## src/hdl/buck_ctrl_defs.vh

```
// constants for the step-down converter switching controller
// assumes a 50 MHz control clock; oscillator cycle is derived from it
`ifndef BUCK_CTRL_DEFS_VH
`define BUCK_CTRL_DEFS_VH

`define CLK_FREQ_HZ 50000000
`define OSC_FREQ_HZ 2000000
// cycles per oscillator period (2 MHz from 50 MHz, rounded down)
`define OSC_PERIOD_CYC (`CLK_FREQ_HZ / `OSC_FREQ_HZ)
`define OSC_CNT_W 5
// oscillator cycles of a persisting light-load condition before skip entry
`define SKIP_ENTRY_CYCLES 32
`define ENTRY_CNT_W 6
// oscillator cycles spent on each soft-start current-limit step
`define SOFT_STEP_CYCLES 64
`define STEP_CNT_W 7
// the same counts as terminal values, sized to their counters
`define OSC_LAST_CNT 5'h18
`define ENTRY_LIMIT 6'h20
`define STEP_LAST_CNT 7'h3f
// current-limit select codes, 70/140/280/1020 mA
`define ILIM_SEL_70MA 2'h0
`define ILIM_SEL_140MA 2'h1
`define ILIM_SEL_280MA 2'h2
`define ILIM_SEL_FULL 2'h3
// operating states
`define MODE_SHUTDOWN 2'h0
`define MODE_PWM 2'h1
`define MODE_SKIP 2'h2
// pwm and skip cycle phases
`define PH_IDLE 3'h0
`define PH_HIGH 3'h1
`define PH_LOW 3'h2
`define PH_LIMIT 3'h3
`define PH_SKIP_HIGH 3'h4
`define PH_SKIP_LOW 3'h5
`define PH_SLEEP 3'h6

`endif

```

## src/hdl/sync_flag.v

```verilog
// registered sampling of one analog indication
// assumes the indication is already synchronous to clk
`timescale 1ns/1ps
module sync_flag (
    input wire clk,     // control clock
    input wire srst,    // sync reset, active high
    input wire d,       // raw indication
    output reg q        // sampled indication
);
    always @(posedge clk) begin
        if (srst) begin
            q <= 1'b0;
        end else begin
            q <= d;
        end
    end
endmodule

```

## src/hdl/buck_switch_mode_controller.v

```verilog
// switching-control logic of a synchronous step-down converter
// assumes analog comparators and sensors are synchronous to clk
`timescale 1ns/1ps
`include "buck_ctrl_defs.vh"

// Contract
// [RL1] three states: pulse-width, pulse-skip, shutdown
// [RL2] pulse-width mode switches at constant frequency, varying high-side on-time
// [RL3] pulse-width mode turns high side on at every cycle start
// [RL4] high side off on regulation trip or earlier on peak-current trip
// [RL5] low side on after high side off; never both on
// [RL6] cycle boundary turns low side off and high side on
// [RL7] short detected: timed limit keeps low side on until low-current threshold
// [RL8] soft start only on enable rise after supply-good
// [RL9] soft start steps limit 70, 140, 280, then full 1020 mA
// [RL10] enter pulse-skip after 32 cycles of zero current or low peak
// [RL11] pulse-skip regulates between 0.6% and 1.7% above nominal
// [RL12] skip: high side on until high threshold or light-load peak trip
// [RL13] skip: low side after high side, off at zero current
// [RL14] skip: repeat pulse pairs while output below high threshold
// [RL15] at high threshold: low side to zero current, then sleep
// [RL16] below lower skip threshold: return to pulse-width mode
// [RL17] enable low turns everything off; other party holds it low below supply minimum
// [RL18] sample indications on clock; clear entry counter without entry condition
// [RL19] leave shutdown in pulse-width mode, switches off until first boundary
module buck_switch_mode_controller (
    input wire clk,              // control clock
    input wire srst,             // sync reset, active high
    input wire enable,           // converter enable pin
    input wire supply_good,      // supply above minimum level
    input wire reg_trip,         // regulation comparator trip
    input wire peak_trip,        // peak-current comparator at selected limit
    input wire zero_current,     // low-side current reached zero
    input wire below_mode_level, // high-side peak below mode-entry threshold
    input wire short_detect,     // output short detected
    input wire low_current,      // inductor current below low threshold
    input wire below_high_thr,   // output below upper skip threshold
    input wire below_lower_skip_exit_threshold, // output below lower skip threshold
    input wire light_load_peak_current, // skip-mode peak-current comparator trip
    output reg high_side_on,     // high-side switch drive
    output reg low_side_on,      // low-side switch drive
    output reg [1:0] ilim_sel,   // current-limit level select
    output reg skip_thr_en,      // select skip thresholds (0.6%/1.7% above nominal)
    output reg soft_start_active, // soft start in progress
    output reg [1:0] mode        // operating state
);
    localparam [`OSC_CNT_W-1:0] OSC_LAST = `OSC_LAST_CNT;
    localparam [`ENTRY_CNT_W-1:0] ENTRY_N = `ENTRY_LIMIT;
    localparam [`STEP_CNT_W-1:0] STEP_LAST = `STEP_LAST_CNT;

    wire [8:0] raw;
    wire [8:0] smp;
    wire reg_trip_s, peak_trip_s, zero_s, below_mode_s, short_s;
    wire low_cur_s, below_high_s, below_low_s, llpk_s;

    assign raw = {reg_trip, peak_trip, zero_current, below_mode_level, short_detect,
                  low_current, below_high_thr, below_lower_skip_exit_threshold,
                  light_load_peak_current};
    assign {reg_trip_s, peak_trip_s, zero_s, below_mode_s, short_s,
            low_cur_s, below_high_s, below_low_s, llpk_s} = smp;

    genvar gi;
    generate
        for (gi = 0; gi < 9; gi = gi + 1) begin : g_smp
            sync_flag u_smp ( // [RL18]
                .clk(clk),
                .srst(srst),
                .d(raw[gi]),
                .q(smp[gi])
            );
        end
    endgenerate

    reg [`OSC_CNT_W-1:0] osc_reg;
    reg [2:0] phase_reg;
    reg [2:0] phase_next;
    reg [`ENTRY_CNT_W-1:0] entry_cnt_reg;
    reg [`STEP_CNT_W-1:0] step_cnt_reg;
    reg enable_d_reg;
    reg zero_seen_reg;
    reg low_mode_seen_reg;
    wire boundary;
    wire en_rise;

    // oscillator boundary: start of each fixed-frequency cycle
    assign boundary = (osc_reg == OSC_LAST); // [RL2]
    assign en_rise = enable & ~enable_d_reg;

    always @(posedge clk) begin
        if (srst || !enable) begin
            osc_reg <= {`OSC_CNT_W{1'b0}};
        end else if (boundary) begin
            osc_reg <= {`OSC_CNT_W{1'b0}};
        end else begin
            osc_reg <= osc_reg + 1'b1;
        end
    end

    always @(posedge clk) begin
        if (srst) begin
            enable_d_reg <= 1'b0;
        end else begin
            enable_d_reg <= enable;
        end
    end

    // phase sequencing; next phase chosen combinationally
    always @* begin
        phase_next = phase_reg;
        case (phase_reg)
            `PH_IDLE: begin
                if (mode == `MODE_PWM && boundary) begin
                    phase_next = `PH_HIGH; // [RL19]
                end
            end
            `PH_HIGH: begin
                if (reg_trip_s || peak_trip_s) begin
                    phase_next = short_s ? `PH_LIMIT : `PH_LOW; // [RL4] [RL5] [RL7]
                end
            end
            `PH_LOW: begin
                if (boundary) begin
                    phase_next = `PH_HIGH; // [RL3] [RL6]
                end
            end
            `PH_LIMIT: begin
                // hold low side past the boundary so inductor current can decay
                if (low_cur_s) begin
                    phase_next = `PH_LOW; // [RL7]
                end
            end
            `PH_SKIP_HIGH: begin
                if (!below_high_s || llpk_s) begin
                    phase_next = `PH_SKIP_LOW; // [RL12]
                end
            end
            `PH_SKIP_LOW: begin
                if (zero_s) begin
                    // output still low: another pair, else sleep
                    phase_next = below_high_s ? `PH_SKIP_HIGH : `PH_SLEEP; // [RL13] [RL14] [RL15]
                end
            end
            `PH_SLEEP: begin
                if (below_high_s) begin
                    phase_next = `PH_SKIP_HIGH; // [RL14]
                end
            end
            default: begin
                phase_next = `PH_IDLE;
            end
        endcase
    end

    always @(posedge clk) begin
        if (srst || !enable) begin
            phase_reg <= `PH_IDLE; // [RL17]
            mode <= `MODE_SHUTDOWN; // [RL1]
            entry_cnt_reg <= {`ENTRY_CNT_W{1'b0}};
            zero_seen_reg <= 1'b0;
            low_mode_seen_reg <= 1'b0;
        end else if (mode == `MODE_SHUTDOWN) begin
            mode <= `MODE_PWM; // [RL19]
            phase_reg <= `PH_IDLE;
        end else if (mode == `MODE_SKIP && below_low_s) begin
            mode <= `MODE_PWM; // [RL16]
            phase_reg <= `PH_LOW;
            entry_cnt_reg <= {`ENTRY_CNT_W{1'b0}};
        end else if (mode == `MODE_PWM && entry_cnt_reg >= ENTRY_N && !soft_start_active
                     && (phase_reg == `PH_LOW)) begin
            mode <= `MODE_SKIP; // [RL10]
            phase_reg <= `PH_SKIP_LOW;
            entry_cnt_reg <= {`ENTRY_CNT_W{1'b0}};
        end else begin
            phase_reg <= phase_next;
            if (mode == `MODE_PWM) begin
                // per-cycle record of the two entry conditions
                if (boundary) begin
                    // an indication on the boundary edge is kept for the next period
                    zero_seen_reg <= zero_s && (phase_reg == `PH_LOW);
                    low_mode_seen_reg <= below_mode_s && (phase_reg == `PH_HIGH);
                    if (zero_seen_reg || low_mode_seen_reg) begin
                        if (entry_cnt_reg < ENTRY_N) begin
                            entry_cnt_reg <= entry_cnt_reg + 1'b1; // [RL10]
                        end
                    end else begin
                        entry_cnt_reg <= {`ENTRY_CNT_W{1'b0}}; // [RL18]
                    end
                end else begin
                    if (zero_s && phase_reg == `PH_LOW) begin
                        zero_seen_reg <= 1'b1;
                    end
                    if (below_mode_s && phase_reg == `PH_HIGH) begin
                        low_mode_seen_reg <= 1'b1;
                    end
                end
            end
        end
    end

    // soft start: stepped limit, armed only by enable rising with supply good
    always @(posedge clk) begin
        if (srst || !enable) begin
            ilim_sel <= `ILIM_SEL_FULL;
            soft_start_active <= 1'b0;
            step_cnt_reg <= {`STEP_CNT_W{1'b0}};
        end else if (en_rise && supply_good) begin
            ilim_sel <= `ILIM_SEL_70MA; // [RL8] [RL9]
            soft_start_active <= 1'b1;
            step_cnt_reg <= {`STEP_CNT_W{1'b0}};
        end else if (soft_start_active && boundary) begin
            if (step_cnt_reg == STEP_LAST) begin
                step_cnt_reg <= {`STEP_CNT_W{1'b0}};
                ilim_sel <= ilim_sel + 1'b1; // [RL9]
                if (ilim_sel == `ILIM_SEL_280MA) begin
                    soft_start_active <= 1'b0;
                end
            end else begin
                step_cnt_reg <= step_cnt_reg + 1'b1;
            end
        end
    end

    // switch drives registered from the phase; never both on
    always @(posedge clk) begin
        if (srst || !enable) begin
            high_side_on <= 1'b0; // [RL17]
            low_side_on <= 1'b0;
            skip_thr_en <= 1'b0;
        end else begin
            high_side_on <= (phase_reg == `PH_HIGH) || (phase_reg == `PH_SKIP_HIGH); // [RL5]
            low_side_on <= (phase_reg == `PH_LOW) || (phase_reg == `PH_LIMIT)
                           || (phase_reg == `PH_SKIP_LOW);
            skip_thr_en <= (mode == `MODE_SKIP); // [RL11]
        end
    end
endmodule

```

## config.mk

```make
export PLATFORM = sky130hd
export DESIGN_NAME = buck_switch_mode_controller
export DESIGN_NICKNAME = d
export VERILOG_FILES = /design/src/hdl/sync_flag.v /design/src/hdl/buck_switch_mode_controller.v
export VERILOG_INCLUDE_DIRS = /design/src /design/src/hdl
export SDC_FILE = /design/constraint.sdc
export NUM_CORES = 1
export LEC_CHECK = 0
export ABC_AREA = 1
export CORE_UTILIZATION = 37
export DETAILED_ROUTE_END_ITERATION = 6
export DONT_BUFFER_PORTS = 1
export PLACE_DENSITY = 0.57
export SETUP_SLACK_MARGIN = 0.15
export SLEW_MARGIN = 20
export SYNTH_ARGS = -nofsm -noshare
export SYNTH_HDL_FRONTEND = slang
export SYNTH_SLANG_ARGS = --single-unit
export TNS_END_PERCENT = 20
```

## constraint.sdc

```tcl
create_clock -name clk -period 1.4 [get_ports clk]
set_input_delay 0.28 -clock clk [delete_from_list [all_inputs] [get_ports clk]]
set_output_delay 0.28 -clock clk [all_outputs]
set_load 0.01 [all_outputs]
```

==> impl_metrics.ini, run 1 <==
[grt]
grt_pass1_wl_mm = 6.59
grt_max_degree = 13
grt_pass1_vias = 1527
antenna_found_initial = 0
grt.overflow.total = 0
grtUsageTotal_pct = 15.5

[yosys]
synthSimpleGateAreaFrac_pct = 32.8
yosys-top-cells-count = nor2_1, dfxtp_1, nand2_1
synthAdderAreaFrac_pct = 3.83
synth_warnings = 0
synth_edf_count = 0
synth_mux_area_share_pct = 0
ys.flop_type = dfxtp_1
async_flop_share_pct = 0
synth_fp_nets = 283
synth.largest_area_cell = dfxtp_1
synth_area_leaders = dfxtp_1, nor2_1, nand2_1, inv_1, a21oi_1
synth.most_common_cell = nor2_1
synth_compound_gate_area_share_pct = 11.1
syn_area_per_cell_sq_um = 7.43
synth_top_family_by_area = simple AND/OR/NAND/NOR gates
ys_ff_latch = 41
synthXorXnorAreaFrac_pct = 1.79
yosysSeqAreaShare_pct = 41.8
synth_cell_types = 35
syn_inst = 264
synth_top_area_share_pct = 41.8
synth_area_sq_mm = 0.00196

[die]
coreArea_sq_mm = 0.00511
rows = 26
initial_core_util_pct = 38.4
ios = 21
die_x_um = 74.8
die_h_um = 74.8
dieArea_sq_mm = 0.00560

[run_status]
violations = negative setup slack
status = finished with violations

[sta]
whs_ns = 0.0469
finClkSkew_ns = 0.00687
hold_viol = 0
setup_viol = 1
setup_ws_ns = -0.00883
worst_slew_pin_slew_ns = 0.306
period_share_pct = 101
max_freq_mhz = 710
fin_crit_ns = 1.41
slew_violations = 0
max_slew_margin_pct = 79.6
rsz0062_at_grt = true
fin_setup_tns_ns = -0.00883

[finish]
diodes = 0
multiInputGateArea_sq_mm = 0.00111
fin_area_sq_mm = 0.00245
final_nets = 310
regArea_sq_um = 836
utilization_pct = 47.9
fill_cells = 520
largest_reg_flops = 9
area_delta_synth_final_pct = 24.7
drive_above_1_share_pct = 32.5

[routing]
vias = 1628
dr.pass1.iters = 4
drt_iter0_markers = 52
drt-vias-per-instance = 4.50
drtAntennaViolNets = 0
wl_per_cell_um = 10.7
wirelength_mm = 3.86
drc = 0

[setup_path]
cp.depth = 10
worst_ep_required_time_ns = 1.58
crit_fanout = 5
critPathLaunch = osc_reg[1]$_SDFF_PP0_
path_buf_inv = 3
critical_path.slowest_cell = dfxtp_2
cp-end-kind = flop
crit_top_cell = inv_2
r2r-start = osc_reg[1]$_SDFF_PP0_
rrSetupSlack_ns = -0.009
reg2regPathDepth = 10
crit_family = flip-flops
max_stage_delay_ns = 0.33
arrival_ns = 1.59
start_kind = flop
rr_endpoint = ilim_sel[0]$_SDFFE_PP1P_
endpoint = ilim_sel[0]$_SDFFE_PP1P_
cp_cell_sequence = inv_2 > ha_4 > nand2_2 > inv_2 > nand2_4 > nor2_4 > buf_4 > a21oi_4 > a21oi_1 > o21ai_1
critPathKind = flop to flop

[cts]
numCtsBuffers = 5
clkLatencyLatePin_ns = 0.29
path_clk_slew_ns = 0.08
cts.sinks = 41
ctsLongestPathBuffers = 2
cts-htree-levels = 2
tritoncts = built
cts_root_buf = clkbuf_8

[run]
maxCapViolCount = 0

[placed_design]
place_area_sq_mm = 0.00221
place.gp.congestion = 0.808
dpl.hpwl_mm = 2.85
port_buffers = 0

[worst_hold_path]
hold_class = primary input to flop

[power_and_ir_drop]
power_density_mw_per_mm2 = 838
finalPower_uw = 2050
peakVddDrop_mv = 0.459
leakage_uw = 0.00103
cells in the final DEF, fill, tap and decap left out, types with 5 or more instances in the layout:
master    instances
nor2_1           42
nand2_1          35
dfxtp_1          31
inv_1            28
buf_4            23
a21oi_1          19
nand3_1          14
inv_2            11
dfxtp_2           9
nor2_4            8
nand2_4           5
nand2_2           5
nand3_2           5
clkbuf_8          5
what timing repair did:
item	4_1_cts	5_1_grt
hold buffers	0	0
pin swaps	0	12
gates resized for setup	5	35
setup endpoints to repair	18	20
setup buffers	0	4
where the power goes:
group	internal, uW	total, uW	switching (uW)
Combinational	40.9	95.5	54.6
Clock	346	756	410
Sequential	1190	1200	13.4
worst min-delay path by stage:
stage                                        to  cells after the start               startpoint  slack [ns]
finish              g_smp[0].u_smp.q$_SDFF_PP0_                      1                     srst        0.05
global route        g_smp[0].u_smp.q$_SDFF_PP0_                      1                     srst        0.03
CTS                 g_smp[0].u_smp.q$_SDFF_PP0_                      1                     srst        0.04
detailed placement  g_smp[1].u_smp.q$_SDFF_PP0_                      1                     srst        0.35
global placement    g_smp[1].u_smp.q$_SDFF_PP0_                      1                     srst        0.35
floorplan           g_smp[0].u_smp.q$_SDFF_PP0_                      2  light_load_peak_current        0.39
area by class of cell:
class	count	area share (%)
clock buffer	6	2.97
clock inverter	2	0.409
inverter	41	6.49
multi-input combinational	179	45.3
sequential	41	34.2
tap	70	3.58
timing repair buffer	23	7.06
stage by stage:
step | instances | setup WS (ns)
detailed placement | 350 | -0.0140
floorplan | 264 | 0.113
global placement | 350 | 0.00169
finish | 362 | -0.00883
CTS | 358 | 0.00672
global route | 362 | -0.129
layer usage:
| metal | routed length [um] | vias up | part of all wire, % | GRT usage [%] |
|---|---|---|---|---|
| met4 | 57 | 0 | 1.5 | 5.03 |
| met3 | 133 | 5 | 3.4 | 5.09 |
| li1 | - | 885 | - | - |
| met1 | 1980 | 712 | 51 | 21.2 |
| met5 | 0 | - | 0 | 0 |
| met2 | 1690 | 26 | 44 | 23.2 |
cell families after synthesis:
logic type	after synthesis
and+or+nand+nor	133
buffers and inverters	44
DFF	41
AOI/OAI and AO/OA	36
adders and majority gates	6
xor gates and xnor gates	4
Note: power is estimated with default switching activity, not from simulation.
==> inputs of run 2 (changes only) <==
CORE_UTILIZATION = 42   (was 37)
PLACE_DENSITY = 0.63   (was 0.57)
==> impl_metrics.ini, run 2 (synthesis gave the netlist of run 1 again) <==
[routing]
drt-vias-per-instance = 4.87
drt_iter0_markers = 77
drc = 0
vias = 1684
drtAntennaViolNets = 0
wl_per_cell_um = 12.4
dr.pass1.iters = 4
wirelength_mm = 4.29

[finish]
diodes = 0
mostFrequentLayoutCells = nor2_1, nand2_1, dfxtp_1
area_delta_synth_final_pct = 26.0
fin_cells = 346
drive_above_1_share_pct = 34.7
fin_area_sq_mm = 0.00247
final_common_cell = nor2_1
largest_reg_flops = 9
final_nets = 312

[run_status]
violations = negative setup slack
status = finished with violations

[cts]
clkLatencyLatePin_ns = 0.29
cts.sinks = 41
ctsLongestPathBuffers = 2
cts-htree-levels = 2
path_clk_slew_ns = 0.08
cts_root_buf = clkbuf_8
numCtsBuffers = 5
tritoncts = built

[die]
ios = 21
dieArea_sq_mm = 0.00495
initial_core_util_pct = 44.4
coreArea_sq_mm = 0.00441
rows = 24
die_h_um = 70.3
die_x_um = 70.3

[sta]
setup_viol = 1
worst_slew_pin_slew_ns = 0.396
whs_ns = 0.0439
max_slew_margin_pct = 73.6
rsz0062_at_grt = true
period_share_pct = 100
setup_ws_ns = -0.00149
slew_violations = 0
max_freq_mhz = 714
finClkSkew_ns = 0.00618
hold_viol = 0
fin_crit_ns = 1.40

[grt]
grtUsageTotal_pct = 18.1
grt_pass1_wl_mm = 6.95
grt_pass1_vias = 1578
antenna_found_initial = 0
grt_max_degree = 13
grt.overflow.total = 0

[power_and_ir_drop]
power.switching_uw = 475
power_frac_comb_pct = 4.7
power_frac_seq_pct = 58.6
peakVddDrop_mv = 0.439
p_int_uw = 1570
swShare_pct = 23.2
power_density_mw_per_mm2 = 827
power_frac_clock_pct = 36.6
finalPower_uw = 2040
leakage_uw = 0.00103

[setup_path]
crit_fanout = 5
start_kind = flop
critPathKind = flop to flop
arrival_ns = 1.64
cp-end-kind = flop
worst_ep_required_time_ns = 1.64

[placed_design]
port_buffers = 0
dpl.hpwl_mm = 3.04
place_area_sq_mm = 0.00217
dp.cells = 330
place.gp.congestion = 0.865

[run]
maxCapViolCount = 0

[worst_hold_path]
hold_class = primary input to flop
[run 2: changes by cell type in the layout (fill, tap and decap cells not counted), sizes merged]
cell and change:
buf +2
[run 2: path summary, 6_finish.rpt]
| kind | startpoint | endpoint | slack [ns] | cells past startpoint |
|---|---|---|---|---|
| setup / recovery | osc_reg[1]$_SDFF_PP0_ | step_cnt_reg[5]$_SDFFE_PP0P_ | -0.001 | 11 |
| hold / removal | srst | g_smp[6].u_smp.q$_SDFF_PP0_ | 0.04 | 1 |
| setup reg to reg | osc_reg[1]$_SDFF_PP0_ | step_cnt_reg[5]$_SDFFE_PP0P_ | -0.001 | 11 |
| hold reg to reg | zero_seen_reg$_SDFFE_PP0P_ | zero_seen_reg$_SDFFE_PP0P_ | 0.46 | 2 |
[run 2: layout make-up]
class                      count  area (sq um)
tap                           52          65.1
timing repair buffer          25           188
inverter                      41           161
clock inverter                 2          10.0
clock buffer                   6          72.6
sequential                    41           841
fill                         408          1940
multi-input combinational    179          1130
[run 2: metal layers]
layer / part of all wire [%] / up-vias / global-route usage (%)
met2: 50 / 20 / 30.1
met3: 3.0 / 6 / 4.76
met4: 1.7 / 0 / 8.44
li1: - / 887 / -
met1: 45 / 771 / 21.5
met5: 0 / - / 0
[run 2: worst max-delay path: stages (launching register included)]
cell and delay [ns]:
dfxtp_2 0.33, inv_2 0.06, ha_4 0.13, nand2_2 0.07, inv_4 0.08, nand2_4 0.08
inv_4 0.09, nand2_8 0.07, nor2_4 0.12, nand3_2 0.07, xor2_1 0.15, nor2_1 0.10
[run 2: repair_timing]
| action | in CTS | in global routing |
|---|---|---|
| setup endpoints to repair | 19 | 22 |
| setup buffers | 4 | 4 |
| resized for setup | 17 | 31 |
| pin swaps | 6 | 14 |
| hold buffers | 0 | 0 |
[run 2: power groups by stage]
stage	registers, uW	clock network, uW	logic, uW
2_1_floorplan	1230	0	57.6
3_3_place_gp	1230	0	80.1
3_5_place_dp	1230	0	80.6
4_1_cts	1200	782	83.8
5_1_grt	1200	837	108
6_report	1200	749	96.9
[run 2: through the flow]
| step | worst slack [ns] | TNS [ns] | utilization (%) |
|---|---|---|---|
| 3_5_place_dp | -0.0371 | -0.0371 | 49.2 |
| 5_1_grt | -0.0779 | -0.285 | 56.0 |
| 4_1_cts | 0.0343 | 0 | 52.9 |
| 2_1_floorplan | 0.113 | 0 | - |
| 3_3_place_gp | 0.00178 | 0 | 49.2 |
| 6_report | -0.00149 | -0.00149 | 56.0 |
==> inputs of run 3 (changes only) <==
CELL_PAD_IN_SITES_DETAIL_PLACEMENT = 0   (was unset)
CELL_PAD_IN_SITES_GLOBAL_PLACEMENT = 1   (was unset)
CORE_UTILIZATION = 41   (was 42)
PLACE_DENSITY = 0.78   (was 0.63)
==> impl_metrics.ini, run 3 (synthesis gave the netlist of run 1 again) <==
[cts]
cts_root_buf = clkbuf_8
ctsLongestPathBuffers = 2
numCtsBuffers = 5
path_clk_slew_ns = 0.08
clkLatencyLatePin_ns = 0.29
cts.sinks = 41
cts-htree-levels = 2
holdBufCountCts = 0
tritoncts = built

[sta]
worst_slew_pin_slew_ns = 0.321
hold_viol = 0
max_freq_mhz = 729
setup_viol = 0
rsz0062_at_grt = true
max_slew_margin_pct = 78.6
whs_ns = 0.0425
setup_ws_ns = 0.0286
slew_violations = 0
period_share_pct = 98.0
finClkSkew_ns = 0.0123
fin_setup_tns_ns = 0
fin_crit_ns = 1.37

[placed_design]
dp.cells = 334
port_buffers = 0
dpl.hpwl_mm = 3.07
place.gp.congestion = 0.878
pre_cts_slack_ns = -0.0319

[die]
rows = 24
die_x_um = 71.2
coreArea_sq_mm = 0.00447
dieArea_sq_mm = 0.00507
initial_core_util_pct = 43.8
ios = 21
die_h_um = 71.2

[power_and_ir_drop]
leakage_uw = 0.00104
peakVddDrop_mv = 0.605
finalPower_uw = 2100
power_density_mw_per_mm2 = 853

[routing]
dr.pass1.iters = 6
wl_per_cell_um = 11.8
drtAntennaViolNets = 0
drc = 2
drt-vias-per-instance = 4.87
drt_iter0_markers = 51
vias = 1679
wirelength_mm = 4.06

[finish]
fill_cells = 450
final_common_cell = nor2_1
largest_reg_flops = 9
multiInputGateArea_sq_mm = 0.00112
fin_cells = 345
diodes = 0
final_nets = 311
mostFrequentLayoutCells = nor2_1, nand2_1, inv_1, dfxtp_1, buf_4
area_delta_synth_final_pct = 25.8
regArea_sq_um = 838
drive_above_1_share_pct = 34.8

[grt]
grtUsageTotal_pct = 17.9
grt_pass1_vias = 1631
antenna_found_initial = 0
grt_pass1_wl_mm = 7.00
grt_max_degree = 14
grt.overflow.total = 0

[setup_path]
worst_ep_required_time_ns = 1.59
critical_path.slowest_cell = dfxtp_2
start_kind = flop
r2r-start = osc_reg[1]$_SDFF_PP0_
rr_endpoint = step_cnt_reg[0]$_SDFFE_PP0P_
crit_fanout = 5
max_stage_delay_ns = 0.33
reg2regPathDepth = 10
critPathLaunch = osc_reg[1]$_SDFF_PP0_
cp_cell_sequence = inv_2 > ha_4 > nand2_4 > inv_6 > nand2_8 > inv_4 > nand2_4 > nor2_1 > nor2_1 > a211oi_1
endpoint = step_cnt_reg[0]$_SDFFE_PP0P_
rrSetupSlack_ns = 0.03
critPathKind = flop to flop
cp-end-kind = flop
arrival_ns = 1.56

[run_status]
status = finished with violations
violations = design-rule violations

[worst_hold_path]
hold_class = primary input to flop

[run]
maxCapViolCount = 0
[run 3: worst min-delay path by stage]
stage | slack [ns] | cells past startpoint | startpoint | endpoint
finish | 0.04 | 1 | srst | g_smp[5].u_smp.q$_SDFF_PP0_
global route | 0.03 | 1 | srst | g_smp[7].u_smp.q$_SDFF_PP0_
CTS | 0.03 | 1 | srst | g_smp[5].u_smp.q$_SDFF_PP0_
detailed placement | 0.35 | 1 | srst | g_smp[2].u_smp.q$_SDFF_PP0_
global placement | 0.35 | 1 | srst | g_smp[7].u_smp.q$_SDFF_PP0_
floorplan | 0.39 | 2 | light_load_peak_current | g_smp[0].u_smp.q$_SDFF_PP0_
[run 3: area by class of cell]
type,instances,share of cell area [%]
inverter,41,6.54
clock inverter,2,0.558
multi-input combinational,179,45.5
clock buffer,6,3.35
tap,52,2.64
sequential,41,34.0
timing repair buffer,24,7.45
[run 3: routing by layer]
layer  vias up  GRT usage, %  wire length [um]
li1        890             -                 -
met1       754          21.8              1960
met2        29          30.8              1920
met3         6          4.13               132
met4         0          6.00                46
met5         -             0                 0
[run 3: what timing repair did]
item | 4_1_cts | 5_1_grt
pin swaps | 8 | 6
resized for setup | 19 | 26
setup buffers | 2 | 1
setup endpoints to repair | 16 | 20
[run 3: stage by stage]
step                      utilization (%)  cell area, sq um
final                                55.1              2470
after global routing                 55.1              2470
after CTS                            52.9              2370
after detailed placement             49.2              2200
after global placement               49.2              2200
after floorplan                         -              2000
[run 3: critical path, delay by kind of cell, from the launching register on]
family,cells,cell delay (ns)
AO/OA/AOI/OAI,1,0.23
flip-flops,1,0.33
adder cells (fa/ha/maj),1,0.13
AND/OR/NAND/NOR,5,0.37
buffers and inverters,3,0.21
[run 3: power breakdown]
part	leakage [uW]	switching, uW	internal [uW]
clock	0.0000512	411	400
sequential	0.000340	12.6	1190
combinational	0.000651	56.4	37.9
total	0.00104	480	1620
